--- config.mk ---
export PLATFORM = sky130hd
export DESIGN_NAME = lso_objects
export DESIGN_NICKNAME = d
export VERILOG_FILES = /design/src/rtl/lso_pkg.sv /design/src/rtl/lso_objects.sv /design/src/rtl/lso_sync.sv /design/src/rtl/lso_capture.sv
export SDC_FILE = /design/constraint.sdc
export NUM_CORES = 1
export LEC_CHECK = 0
export ABC_AREA = 0
export BUFFER_PORTS_ARGS = -buffer_cell sky130_fd_sc_hd__buf_2
export CAP_MARGIN = 25
export CORE_ASPECT_RATIO = 1.25
export CORE_MARGIN = 5
export CORE_UTILIZATION = 35
export CTS_BUF_LIST = sky130_fd_sc_hd__clkbuf_8
export DETAILED_ROUTE_END_ITERATION = 10
export GPL_TIMING_DRIVEN = 0
export PLACE_DENSITY = 0.63
export SLEW_MARGIN = 20
export SYNTH_ARGS = -nofsm -noshare
export SYNTH_HDL_FRONTEND = slang
export SYNTH_SLANG_ARGS = --single-unit
--- constraint.sdc ---
create_clock -name mclk -period 2.42 [get_ports mclk]
set_input_delay 0.363 -clock mclk [delete_from_list [all_inputs] [get_ports mclk]]
set_output_delay 0.363 -clock mclk [all_outputs]
set_load 0.01 [all_outputs]
--- src/rtl/lso_pkg.sv ---
// constants, field layouts and carriers of the load status and setpoint object bank
// assumes one 50 MHz clock and an object access port driven by the protocol stack
// Summary of operation
// - status words read-only, live, never latched
// - reading status words clears nothing
// - status words are 32-bit flag words
// - word0 bit0 standby, bit1 loading
// - word0 bits 4-8 trips and sense fault
// - word0 bit9 internal shutdown request
// - word0 bits 10,11 module power limits
// - word0 bit12 boot failed, bit13 pending
// - word0 bits 16,17 terminal rating exceeded
// - word0 bits 18,23,27 module overheat
// - word0 bit29 regulation lost
// - word1 bits 0-2 phase, fuse, fan
// - word1 bits 4-7 temperature faults
// - questionable word subset, status layout may change
// - current measure: averaged float, read-only
// - voltage measure: terminal or engaged sense
// - current target float read-write, used in CC
// - voltage target float read-write, used in CV
package lso_pkg;

  // ---------------------------------------------------------------
  // object indices
  // ---------------------------------------------------------------
  localparam logic [15:0] IDX_STATUS0_RD = 16'h200d;
  localparam logic [15:0] IDX_STATUS1_RD = 16'h200e;
  localparam logic [15:0] IDX_MEAS_CURR_RD = 16'h2101;
  localparam logic [15:0] IDX_MEAS_VOLT_RD = 16'h2102;
  localparam logic [15:0] IDX_CURR_TGT_WR = 16'h2201;
  localparam logic [15:0] IDX_CURR_TGT_RD = 16'h2202;
  localparam logic [15:0] IDX_VOLT_TGT_WR = 16'h2203;
  localparam logic [15:0] IDX_VOLT_TGT_RD = 16'h2204;

  // ---------------------------------------------------------------
  // widths, reset values, float fields
  // ---------------------------------------------------------------
  localparam int WORD_W = 32;
  localparam logic [31:0] TARGET_RESET = 32'h0000_0000; // +0.0
  localparam logic [31:0] MEAS_RESET = 32'h0000_0000;
  localparam logic [31:0] STATUS_RESET = 32'h0000_0000;
  localparam logic [7:0] FLOAT_EXP_ALL_ONES = 8'hff;
  localparam int FLOAT_EXP_LSB = 23;
  localparam int SYNC_STAGES = 2;

  // ---------------------------------------------------------------
  // carriers
  // ---------------------------------------------------------------
  typedef struct packed {
    logic rd;
    logic wr;
    logic [15:0] index;
    logic [31:0] wdata;
  } lso_req_s;

  typedef struct packed {
    logic ack;
    logic err;
    logic [31:0] rdata;
  } lso_rsp_s;

  // conditions for word 0, one bit each, levels from the power stage
  typedef struct packed {
    logic input_on;
    logic amp_trip_flag;
    logic high_volt_trip_flag;
    logic watt_trip_flag;
    logic sense_bounds_fault;
    logic low_volt_trip_flag;
    logic shutdown_request;
    logic linear_module_power_limit;
    logic resistor_power_limit;
    logic target_start_failed;
    logic target_start_pending;
    logic phase_amp_exceeded;
    logic link_corrupted;
    logic terminal_amp_rating_exceeded;
    logic terminal_volt_rating_exceeded;
    logic linear_module_overheat;
    logic aux_fuse_open;
    logic interlock_open;
    logic maintenance_due;
    logic diode_module_overheat;
    logic config_incompatible;
    logic firmware_stack_overrun;
    logic analog_input_fault;
    logic resistor_module_overheat;
    logic below_min_volt;
    logic regulation_lost_flag;
    logic target_upgrading;
  } lso_cond0_s;

  typedef struct packed {
    logic missing_line_phase;
    logic input_fuse_open;
    logic fan_stalled;
    logic power_stage_overheat;
    logic filter_module_overheat;
    logic capacitor_overheat;
    logic magnetics_overheat;
    logic system_rating_invalid;
    logic firmware_mismatch;
  } lso_cond1_s;

endpackage : lso_pkg

--- src/rtl/lso_objects.sv ---
// process-data object bank: status words, measurements, regulation targets
// assumes the protocol stack presents one object access at a time on req
`timescale 1ns/100ps
`default_nettype none
module lso_objects (
  // clock and reset
  input wire logic mclk,
  input wire logic nrst,
  // object access port
  input wire lso_pkg::lso_req_s req,
  output lso_pkg::lso_rsp_s rsp,
  // condition levels from the power stage, asynchronous
  input wire lso_pkg::lso_cond0_s cond0_in,
  input wire lso_pkg::lso_cond1_s cond1_in,
  // averaged measurements, on mclk
  input wire logic [31:0] current_sample,
  input wire logic current_sample_valid,
  input wire logic [31:0] terminal_volt_sample,
  input wire logic terminal_volt_sample_valid,
  input wire logic [31:0] sense_volt_sample,
  input wire logic sense_volt_sample_valid,
  input wire logic sense_enabled,
  input wire logic sense_engaged,
  // regulation mode, on mclk
  input wire logic cc_mode,
  input wire logic cv_mode,
  // regulation outputs
  output logic [31:0] current_target,
  output logic [31:0] voltage_target,
  output logic [31:0] active_target,
  output logic active_target_valid,
  // live status words
  output logic [31:0] status_word0,
  output logic [31:0] status_word1
);

  // ---------------------------------------------------------------
  // helpers
  // ---------------------------------------------------------------
  // a target must be a finite number; nan or infinity would upset the loop
  function automatic logic is_finite(input logic [31:0] f);
    is_finite = (f[30:lso_pkg::FLOAT_EXP_LSB] != lso_pkg::FLOAT_EXP_ALL_ONES);
  endfunction : is_finite

  function automatic logic is_read_index(input logic [15:0] idx);
    case (idx)
      lso_pkg::IDX_STATUS0_RD,
      lso_pkg::IDX_STATUS1_RD,
      lso_pkg::IDX_MEAS_CURR_RD,
      lso_pkg::IDX_MEAS_VOLT_RD,
      lso_pkg::IDX_CURR_TGT_RD,
      lso_pkg::IDX_VOLT_TGT_RD: is_read_index = 1'b1;
      default: is_read_index = 1'b0;
    endcase
  endfunction : is_read_index

  // ---------------------------------------------------------------
  // condition synchronisers
  // ---------------------------------------------------------------
  lso_pkg::lso_cond0_s cond0;
  lso_pkg::lso_cond1_s cond1;
  logic [$bits(lso_pkg::lso_cond0_s)-1:0] cond0_raw;
  logic [$bits(lso_pkg::lso_cond1_s)-1:0] cond1_raw;

  lso_sync #(.W($bits(lso_pkg::lso_cond0_s))) u_sync0 (
    .mclk(mclk),
    .nrst(nrst),
    .async_in(cond0_in),
    .sync_out(cond0_raw)
  );

  lso_sync #(.W($bits(lso_pkg::lso_cond1_s))) u_sync1 (
    .mclk(mclk),
    .nrst(nrst),
    .async_in(cond1_in),
    .sync_out(cond1_raw)
  );

  assign cond0 = cond0_raw;
  assign cond1 = cond1_raw;

  // ---------------------------------------------------------------
  // status word assembly
  // ---------------------------------------------------------------
  logic [31:0] next_status0;
  logic [31:0] next_status1;

  // pure mapping of present levels, nothing sticky; unnamed bits stay zero
  always_comb begin
    next_status0 = lso_pkg::STATUS_RESET;
    next_status0[0] = ~cond0.input_on;
    next_status0[1] = cond0.input_on;
    next_status0[4] = cond0.amp_trip_flag;
    next_status0[5] = cond0.high_volt_trip_flag;
    next_status0[6] = cond0.watt_trip_flag;
    next_status0[7] = cond0.sense_bounds_fault;
    next_status0[8] = cond0.low_volt_trip_flag;
    next_status0[9] = cond0.shutdown_request;
    next_status0[10] = cond0.linear_module_power_limit;
    next_status0[11] = cond0.resistor_power_limit;
    next_status0[12] = cond0.target_start_failed;
    next_status0[13] = cond0.target_start_pending;
    next_status0[14] = cond0.phase_amp_exceeded;
    next_status0[15] = cond0.link_corrupted;
    next_status0[16] = cond0.terminal_amp_rating_exceeded;
    next_status0[17] = cond0.terminal_volt_rating_exceeded;
    next_status0[18] = cond0.linear_module_overheat;
    next_status0[19] = cond0.aux_fuse_open;
    next_status0[20] = cond0.interlock_open;
    next_status0[22] = cond0.maintenance_due;
    next_status0[23] = cond0.diode_module_overheat;
    next_status0[24] = cond0.config_incompatible;
    next_status0[25] = cond0.firmware_stack_overrun;
    next_status0[26] = cond0.analog_input_fault;
    next_status0[27] = cond0.resistor_module_overheat;
    next_status0[28] = cond0.below_min_volt;
    next_status0[29] = cond0.regulation_lost_flag;
    next_status0[30] = cond0.target_upgrading;
  end

  always_comb begin
    next_status1 = lso_pkg::STATUS_RESET;
    next_status1[0] = cond1.missing_line_phase;
    next_status1[1] = cond1.input_fuse_open;
    next_status1[2] = cond1.fan_stalled;
    next_status1[4] = cond1.power_stage_overheat;
    next_status1[5] = cond1.filter_module_overheat;
    next_status1[6] = cond1.capacitor_overheat;
    next_status1[7] = cond1.magnetics_overheat;
    next_status1[16] = cond1.system_rating_invalid;
    next_status1[17] = cond1.firmware_mismatch;
  end

  // refreshed every cycle from the levels; no access path writes here
  always_ff @(posedge mclk or negedge nrst) begin
    if (!nrst) begin
      status_word0 <= lso_pkg::STATUS_RESET;
      status_word1 <= lso_pkg::STATUS_RESET;
    end else begin
      status_word0 <= next_status0;
      status_word1 <= next_status1;
    end
  end

  // ---------------------------------------------------------------
  // measurements
  // ---------------------------------------------------------------
  logic [31:0] meas_current;
  logic [31:0] meas_terminal_volt;
  logic [31:0] meas_sense_volt;
  logic sense_seen;
  logic [31:0] meas_voltage;

  lso_capture #(.W(lso_pkg::WORD_W), .RESET_VAL(lso_pkg::MEAS_RESET)) u_cap_curr (
    .mclk(mclk),
    .nrst(nrst),
    .sample(current_sample),
    .sample_valid(current_sample_valid),
    .held(meas_current),
    .seen()
  );

  lso_capture #(.W(lso_pkg::WORD_W), .RESET_VAL(lso_pkg::MEAS_RESET)) u_cap_tvolt (
    .mclk(mclk),
    .nrst(nrst),
    .sample(terminal_volt_sample),
    .sample_valid(terminal_volt_sample_valid),
    .held(meas_terminal_volt),
    .seen()
  );

  lso_capture #(.W(lso_pkg::WORD_W), .RESET_VAL(lso_pkg::MEAS_RESET)) u_cap_svolt (
    .mclk(mclk),
    .nrst(nrst),
    .sample(sense_volt_sample),
    .sample_valid(sense_volt_sample_valid),
    .held(meas_sense_volt),
    .seen(sense_seen)
  );

  // sense reading only once one has arrived, else a stale zero would be reported
  assign meas_voltage = (sense_enabled && sense_engaged && sense_seen) ?
                        meas_sense_volt : meas_terminal_volt;

  // ---------------------------------------------------------------
  // access decode
  // ---------------------------------------------------------------
  logic take;
  logic both;
  logic wr_curr;
  logic wr_volt;
  logic wr_ok;
  logic rd_ok;

  assign take = req.rd | req.wr;
  assign both = req.rd & req.wr;
  assign wr_curr = req.wr && !req.rd && (req.index == lso_pkg::IDX_CURR_TGT_WR);
  assign wr_volt = req.wr && !req.rd && (req.index == lso_pkg::IDX_VOLT_TGT_WR);
  assign wr_ok = (wr_curr | wr_volt) && is_finite(req.wdata);
  // status and measure indices have no write form, so writes there fail
  assign rd_ok = req.rd && !req.wr && is_read_index(req.index);

  // ---------------------------------------------------------------
  // regulation targets
  // ---------------------------------------------------------------
  always_ff @(posedge mclk or negedge nrst) begin
    if (!nrst) begin
      current_target <= lso_pkg::TARGET_RESET;
    end else if (wr_curr && is_finite(req.wdata)) begin
      current_target <= req.wdata;
    end
  end

  always_ff @(posedge mclk or negedge nrst) begin
    if (!nrst) begin
      voltage_target <= lso_pkg::TARGET_RESET;
    end else if (wr_volt && is_finite(req.wdata)) begin
      voltage_target <= req.wdata;
    end
  end

  // the loop follows the target of the mode in force; cc wins if both claimed
  always_ff @(posedge mclk or negedge nrst) begin
    if (!nrst) begin
      active_target <= lso_pkg::TARGET_RESET;
      active_target_valid <= 1'b0;
    end else if (cc_mode) begin
      active_target <= current_target;
      active_target_valid <= 1'b1;
    end else if (cv_mode) begin
      active_target <= voltage_target;
      active_target_valid <= 1'b1;
    end else begin
      active_target_valid <= 1'b0;
    end
  end

  // ---------------------------------------------------------------
  // response
  // ---------------------------------------------------------------
  logic [31:0] next_rdata;

  // read mux has no side effects: status words are only sampled
  always_comb begin
    case (req.index)
      lso_pkg::IDX_STATUS0_RD: next_rdata = next_status0;
      lso_pkg::IDX_STATUS1_RD: next_rdata = next_status1;
      lso_pkg::IDX_MEAS_CURR_RD: next_rdata = meas_current;
      lso_pkg::IDX_MEAS_VOLT_RD: next_rdata = meas_voltage;
      lso_pkg::IDX_CURR_TGT_RD: next_rdata = current_target;
      lso_pkg::IDX_VOLT_TGT_RD: next_rdata = voltage_target;
      default: next_rdata = '0;
    endcase
  end

  // one cycle latency; rdata zero on writes and on every refused access
  always_ff @(posedge mclk or negedge nrst) begin
    if (!nrst) begin
      rsp <= '0;
    end else begin
      rsp.ack <= take;
      rsp.err <= take && (both || !(rd_ok || wr_ok));
      rsp.rdata <= rd_ok ? next_rdata : '0;
    end
  end

endmodule : lso_objects
`default_nettype wire

--- src/rtl/lso_sync.sv ---
// two-flop synchroniser for a bundle of independent condition levels
// assumes each bit is a slow level; bits are not coherent with each other
`timescale 1ns/100ps
`default_nettype none
module lso_sync #(
  parameter int W = 1
) (
  // clock and reset
  input wire logic mclk,
  input wire logic nrst,
  // levels
  input wire logic [W-1:0] async_in,
  output logic [W-1:0] sync_out
);

  logic [W-1:0] stage1;

  // first stage is read only by the second
  always_ff @(posedge mclk or negedge nrst) begin
    if (!nrst) begin
      stage1 <= '0;
      sync_out <= '0;
    end else begin
      stage1 <= async_in;
      sync_out <= stage1;
    end
  end

endmodule : lso_sync
`default_nettype wire

--- src/rtl/lso_capture.sv ---
// holds the latest averaged sample delivered by the measurement path
// assumes sample and strobe come from logic on mclk
`timescale 1ns/100ps
`default_nettype none
module lso_capture #(
  parameter int W = 32,
  parameter logic [W-1:0] RESET_VAL = '0
) (
  // clock and reset
  input wire logic mclk,
  input wire logic nrst,
  // sample in
  input wire logic [W-1:0] sample,
  input wire logic sample_valid,
  // held value
  output logic [W-1:0] held,
  output logic seen
);

  // value stands until the next strobe, reads never disturb it
  always_ff @(posedge mclk or negedge nrst) begin
    if (!nrst) begin
      held <= RESET_VAL;
      seen <= 1'b0;
    end else if (sample_valid) begin
      held <= sample;
      seen <= 1'b1;
    end
  end

endmodule : lso_capture
`default_nettype wire

==> results of run 1 <==
[synth_stat cells, types with 3 or more instances]
master    count
dfrtp_1     337
mux2_2      160
nand2_1      57
a222oi_1     38
clkbuf_1     35
mux2_1       32
mux2i_1      32
o21ai_0      32
a21oi_1      31
buf_4        30
a22o_1       21
buf_1         7
buf_2         5
a22oi_1       3
buf_6         3
nand4_1       3
nor3_2        3
or2_2         3
[metrics by stage]
stage	hold WS (ns)	setup TNS (ns)	area, um^2
2_1_floorplan	0.06741	0	12860
3_3_place_gp	0.3318	-1838.87	15220
3_5_place_dp	0.3355	-17.18	15330
4_1_cts	0.0002181	0	18210
5_1_grt	0.01898	0	18230
6_report	0.04558	0	18230
[flip-flops by register name (all words and copies together), names as in the netlist, 9 cells and up]
| signal | count |
|---|---|
| status_word0 | 28 |
| u_cap_svolt.held | 32 |
| active_target | 32 |
| voltage_target | 32 |
| u_sync1.stage1 | 9 |
| u_cap_tvolt.held | 32 |
| status_word1 | 9 |
| rsp | 34 |
| current_target | 32 |
| u_sync0.sync_out | 27 |
| u_sync1.sync_out | 9 |
| u_sync0.stage1 | 27 |
| u_cap_curr.held | 32 |
[final cells by class]
type	instances	area, um^2	area share [%]
Clock inverter	23	186.4	1.023
Inverter	2	7.507	0.04119
Multi-Input combinational cell	469	3979	21.83
Sequential cell	337	8433	46.27
Clock buffer	76	1046	5.739
Timing Repair Buffer	523	3525	19.34
Buffer	80	447.9	2.457
Tap cell	480	600.6	3.295
Antenna cell	1	2.502	0.01373
[timing repair]
item / CTS / global route
endpoints found under the hold margin: 266 / 0
hold buffers: 164 / 0
endpoints found under the setup margin: 22 / 1
pin swaps: 1 / 1
resized for setup: 4 / 0
[per-layer routing]
| metal | GRT usage, % | up-vias |
|---|---|---|
| li1 | - | 4295 |
| met1 | 25.18 | 4865 |
| met2 | 38.16 | 491 |
| met3 | 5.414 | 122 |
| met4 | 9.029 | 4 |
| met5 | 0 | - |
[logic make-up (layout without fill, tap and decap cells)]
| logic type | after synthesis | after routing |
|---|---|---|
| DFF | 337 | 337 |
| muxes | 224 | 224 |
| AOI/OAI and AO/OA | 130 | 130 |
| and+or+nand+nor | 87 | 87 |
| buffers and inverters | 82 | 704 |
| other | 1 | 28 |
| xor gates and xnor gates | 1 | 1 |
[worst min-delay path by stage]
stage,slack (ns),start,endpoint,cells after the start
final,0.05,req[29],current_target[29],2
after global routing,0.02,req[24],current_target[24],2
after global placement,0.33,u_sync0.stage1[24],u_sync0.sync_out[24],0
after CTS,0.0002,req[29],current_target[29],2
after floorplan,0.07,nrst,active_target[0],0
after detailed placement,0.34,u_sync0.stage1[6],u_sync0.sync_out[6],0
[power by group through the flow]
stage          logic [W]  registers [W]  clock network (W)
5_1_grt          0.00122        0.00603            0.00579
2_1_floorplan   0.000412        0.00609                  0
6_report         0.00112        0.00601            0.00541
4_1_cts          0.00112        0.00601            0.00555
3_5_place_dp    0.000906        0.00611                  0
3_3_place_gp    0.000873        0.00610                  0
==> reports/results.txt, run 1 <==
Peak VDD IR = 0.0003919 V
Post-synth EDFFs = 0
CTS H-Tree Depth = 2
Share of layout cells above drive strength 1 = 43.58%
Reg2reg start = u_cap_svolt.seen
Commonest cells after routing, fill and taps aside = buf_2 (358), dfrtp_1 (337), dlygate4sd3_1 (164)
Routed Antenna Nets = 0
Worst-path cell chain = nand3_1 -> clkbuf_2 -> mux2_2 -> a222oi_1 -> a21oi_1
Placed insts = 1726
FP Rows = 78
Sw Ratio = 23.46%
Met3 wire len = 3.467 mm
Max_slew headroom = 30.19%
Clock buffer count from CTS = 55
Top sig layer = met5
Pwr per Cell Area = 687.9 mW/mm^2
Worst setup path end = rsp[30]
CP bufs+invs = 1
Flop-to-flop setup slack = 0.03 ns
Vias in the first global route = 10851
Maximum number of pins on one net before global-route repair = 93
Post-synth top flop = dfrtp_1
Remaining routing DRC violations = 0
Cells taking the most area after synthesis = dfrtp_1 (66%), mux2_2 (14%), a222oi_1 (3.0%)
Ports = 386
Max Fclk = 418.9 MHz
Net Sw Power = 0.002942 W
Synth area leader = dfrtp_1
Worst Skew = 0.03161 ns
Post-Synth Simple-Gate Area = 3.432%
Share of power burned in registers = 47.9%
Max Cap Viol = 0
Mapped Cells = 862
Post-CTS Setup Repair Bufs = 0
Final hold vios = 0
Depth of the worst register-to-register path = 5
Total wire length = 44.82 mm
Hold Crit Class = in2reg
Initial Util = 35.24%
GP Congestion = 0.8604
Worst-path clk slew = 0.06 ns
Crit path max-delay cell type = a222oi_1
Clock insertion delay at the later pin of the skew report = 0.61 ns
Final net count = 1659
WS Path Type = reg2reg
Pint = 0.009596 W
Critical Path AT = 2.83 ns
Setup crit end kind = register
Vias/cell = 4.911
RR Endpoint = rsp[30]
Avg Inst Size Synth = 14.80 um^2
Worst-case clock buffer depth = 3
Final core occ = 50.34%
Placement Setup Slack = -0.4196 ns
Drt wl/cell = 22.51 um
Layout area overhead = 42.87%
Post-synth top area share = 66.10%
Total track usage = 21.67%
# port buffers = 353
Synthesized flop and latch total = 337
Synth Area in Compound Gates = 7.394%
Hpwl dp = 31.17 mm
P_leak = 8.917 nW
Commonest non-fill, non-tap cell in the layout = buf_2
RSZ-0062 raised after global routing = false
First-pass GRT wire length = 66.79 mm
Detailed Routing Iterations Pass 1 = 7
Main combinational cell family by area after synthesis = multiplexers
Total power = 0.01254 W
Mux contribution to synthesized area = 19.46%
Max-slew violation count = 0
Core area = 0.03621 mm^2
Final Cycle Share = 98.65%
Root Buffer Master = clkbuf_8
Adder-Cell Fraction of Synth Area = 0%
Worst path max stage delay = 0.63 ns
Die ar. = 0.04039 mm^2
CTS sink count = 337
CP startpoint = u_cap_svolt.seen
Routed wl met2 = 22.60 mm
Ys async rst share = 100.0%
Library cells used by synthesis = 40
Fill count = 3160
Min cycle time layout = 2.387 ns
GR Overflow Total = 0
DR vias = 9777
WP depth = 5
Met1 WL = 16.75 mm
Slew @ Worst Pin = 1.045 ns
Initial drt markers = 609
Crit path max-delay family = compound AO/OA/AOI/OAI gates
Sequential area share after synthesis = 66.10%
CP required = 2.86 ns
Initial antenna violation count = 3
Final worst setup slack = 0.03263 ns
Cell Count, Final, Fillers Out = 1991
Clock power frac = 43.2%
CTS tree = done
Yosys Warn Count = 0
Combinational Power Share = 8.9%
Final setup fails = 0
Status = complete, no violations
Synthesized cell area = 0.01276 mm^2
Die W = 180.8 um
CP Launch Type = register
Xor-xnor portion of the synthesized cell area = 0.06865%
Critical path fanouts, max = 10
Die outline height = 223.5 um
Note: power is estimated with default switching activity, not from simulation.
==> run 2, diff against run 1 <==
--- a/config.mk
+++ b/config.mk
@@ -10,11 +10,11 @@
 export CAP_MARGIN = 25
 export CORE_ASPECT_RATIO = 1.25
 export CORE_MARGIN = 5
-export CORE_UTILIZATION = 35
+export CORE_UTILIZATION = 53
 export CTS_BUF_LIST = sky130_fd_sc_hd__clkbuf_8
 export DETAILED_ROUTE_END_ITERATION = 10
 export GPL_TIMING_DRIVEN = 0
-export PLACE_DENSITY = 0.63
+export PLACE_DENSITY = 0.87
 export SLEW_MARGIN = 20
 export SYNTH_ARGS = -nofsm -noshare
 export SYNTH_HDL_FRONTEND = slang
==> constraint.sdc (replaced) <==
create_clock -name mclk -period 2.5 [get_ports mclk]
set_input_delay 0.375 -clock mclk [delete_from_list [all_inputs] [get_ports mclk]]
set_output_delay 0.375 -clock mclk [all_outputs]
set_load 0.01 [all_outputs]
==> reports/results.txt, run 2 (synthesis results as in run 1) <==
Status = complete, no violations
# port buffers = 353
CTS sink count = 337
Hold Path Cell Cnt = 2
Sink of the worst hold path = u_cap_tvolt.held[9]
Total track usage = 30.29%
DR vias = 9622
CP bufs+invs = 1
Placement Setup Slack = -0.4490 ns
Post-route cell area = 0.01662 mm^2
Max-slew violation count = 0
Ports = 386
Final core occ = 70.05%
Max_slew headroom = 34.59%
CTS tree = done
Clock insertion delay at the later pin of the skew report = 0.57 ns
RSZ-0062 raised after global routing = false
Vias in the first global route = 10400
Share of layout cells above drive strength 1 = 46.95%
Layout area overhead = 30.27%
Setup TNS = 0 ns
WS Path Type = reg2reg
Worst-path clk slew = 0.06 ns
Final setup fails = 0
Worst-path cell chain = nand3_2 -> clkbuf_4 -> mux2_2 -> a222oi_1 -> a21oi_1
Remaining routing DRC violations = 0
Worst-case clock buffer depth = 3
Final worst setup slack = 0.2031 ns
Commonest cells after routing, fill and taps aside = buf_2 (357), dfrtp_1 (337), mux2_2 (160)
FP Rows = 63
Pwr per Cell Area = 685.8 mW/mm^2
Total wire length = 42.04 mm
Die W = 148.8 um
Final net count = 1528
Max Cap Viol = 0
Flop-to-flop setup slack = 0.20 ns
Depth of the worst register-to-register path = 5
Initial drt markers = 706
First-pass GRT wire length = 62.06 mm
CTS H-Tree Depth = 2
Reg2reg start = u_cap_svolt.seen
Biggest register = rsp
Vias/cell = 5.637
Maximum number of pins on one net before global-route repair = 106
Total power = 0.01140 W
Die ar. = 0.02730 mm^2
Die outline height = 183.5 um
Critical Path AT = 2.68 ns
Hold Crit Class = in2reg
Detailed Routing Iterations Pass 1 = 5
RR Endpoint = rsp[28]
Worst Skew = 0.02111 ns
Drt wl/cell = 24.63 um
Critical path fanouts, max = 10
GP Congestion = 0.9535
GR Overflow Total = 0
Slew @ Worst Pin = 0.9790 ns
Setup crit end kind = register
Core area = 0.02373 mm^2
Initial antenna violation count = 4
Post-CTS Setup Repair Bufs = 0
P_leak = 8.338 nW
Largest register FFs = 34
Clock buffer count from CTS = 52
CP Launch Type = register
Crit path max-delay family = compound AO/OA/AOI/OAI gates
DP Area = 0.01514 mm^2
CP required = 2.88 ns
Commonest non-fill, non-tap cell in the layout = buf_2
Hpwl dp = 29.08 mm
Final hold vios = 0
Routed Antenna Nets = 0
Worst path max stage delay = 0.75 ns
Hold path startpoint = terminal_volt_sample[9]
Final Cycle Share = 91.88%
Peak VDD IR = 0.0004564 V
Max Fclk = 435.4 MHz
Root Buffer Master = clkbuf_8
Min cycle time layout = 2.297 ns
Crit path max-delay cell type = a222oi_1
Initial Util = 53.77%
## run 2: how the worst max path moves through the flow
| stage | from | endpoint | cells past startpoint |
|---|---|---|---|
| after detailed placement | req[35] | rsp[17] | 6 |
| after global placement | nrst | u_sync0.stage1[22] | 1 |
| after floorplan | req[39] | current_target[10] | 5 |
| after CTS | u_cap_svolt.seen | rsp[28] | 5 |
| after global routing | u_cap_svolt.seen | rsp[28] | 5 |
| final | u_cap_svolt.seen | rsp[28] | 5 |
## run 2: cell type report
cell class,count,area [um^2]
clock buffer,67,922.1
inverter,2,7.507
antenna,4,10.01
multi-input combinational,469,3989
buffer,80,447.9
clock inverter,28,152.6
sequential,337,8433
tap,325,406.6
fill,1572,7106
timing repair buffer,395,2252
## run 2: stage by stage
step	hold slack (ns)	cells
final	0.04117	1707
after global routing	0.01440	1707
after CTS	0.01347	1702
after detailed placement	0.3347	1570
after global placement	0.3319	1566
after floorplan	0.07941	888
## run 2: repair_timing
item                       4_1_cts  5_1_grt
hold endpoints to repair       107        0
gates resized for setup          3        3
setup endpoints to repair        5        2
hold buffers                    37        0
pin swaps                        1        1
## run 2: power by group
part           switching [W]  internal (W)
registers           0.000129       0.00570
logic               0.000473      0.000450
clock network        0.00213       0.00251
## run 2: worst reg2reg max path, delay by kind of cell, from the launching register on
kind                   cells  cell delay, ns
AOI/OAI and AO/OA          2            0.89
muxes                      1            0.36
DFF                        1            0.39
and+or+nand+nor            1            0.18
buffers and inverters      1            0.30
## run 2: per-layer routing
layer	up-vias	wire, um	share of wire, %	GRT usage [%]
li1	4029	-	-	-
met1	4874	14620	35	35.02
met2	589	21680	52	53.91
met3	130	3473	8.3	6.289
met4	0	2271	5.4	14.36
met5	-	0	0	0
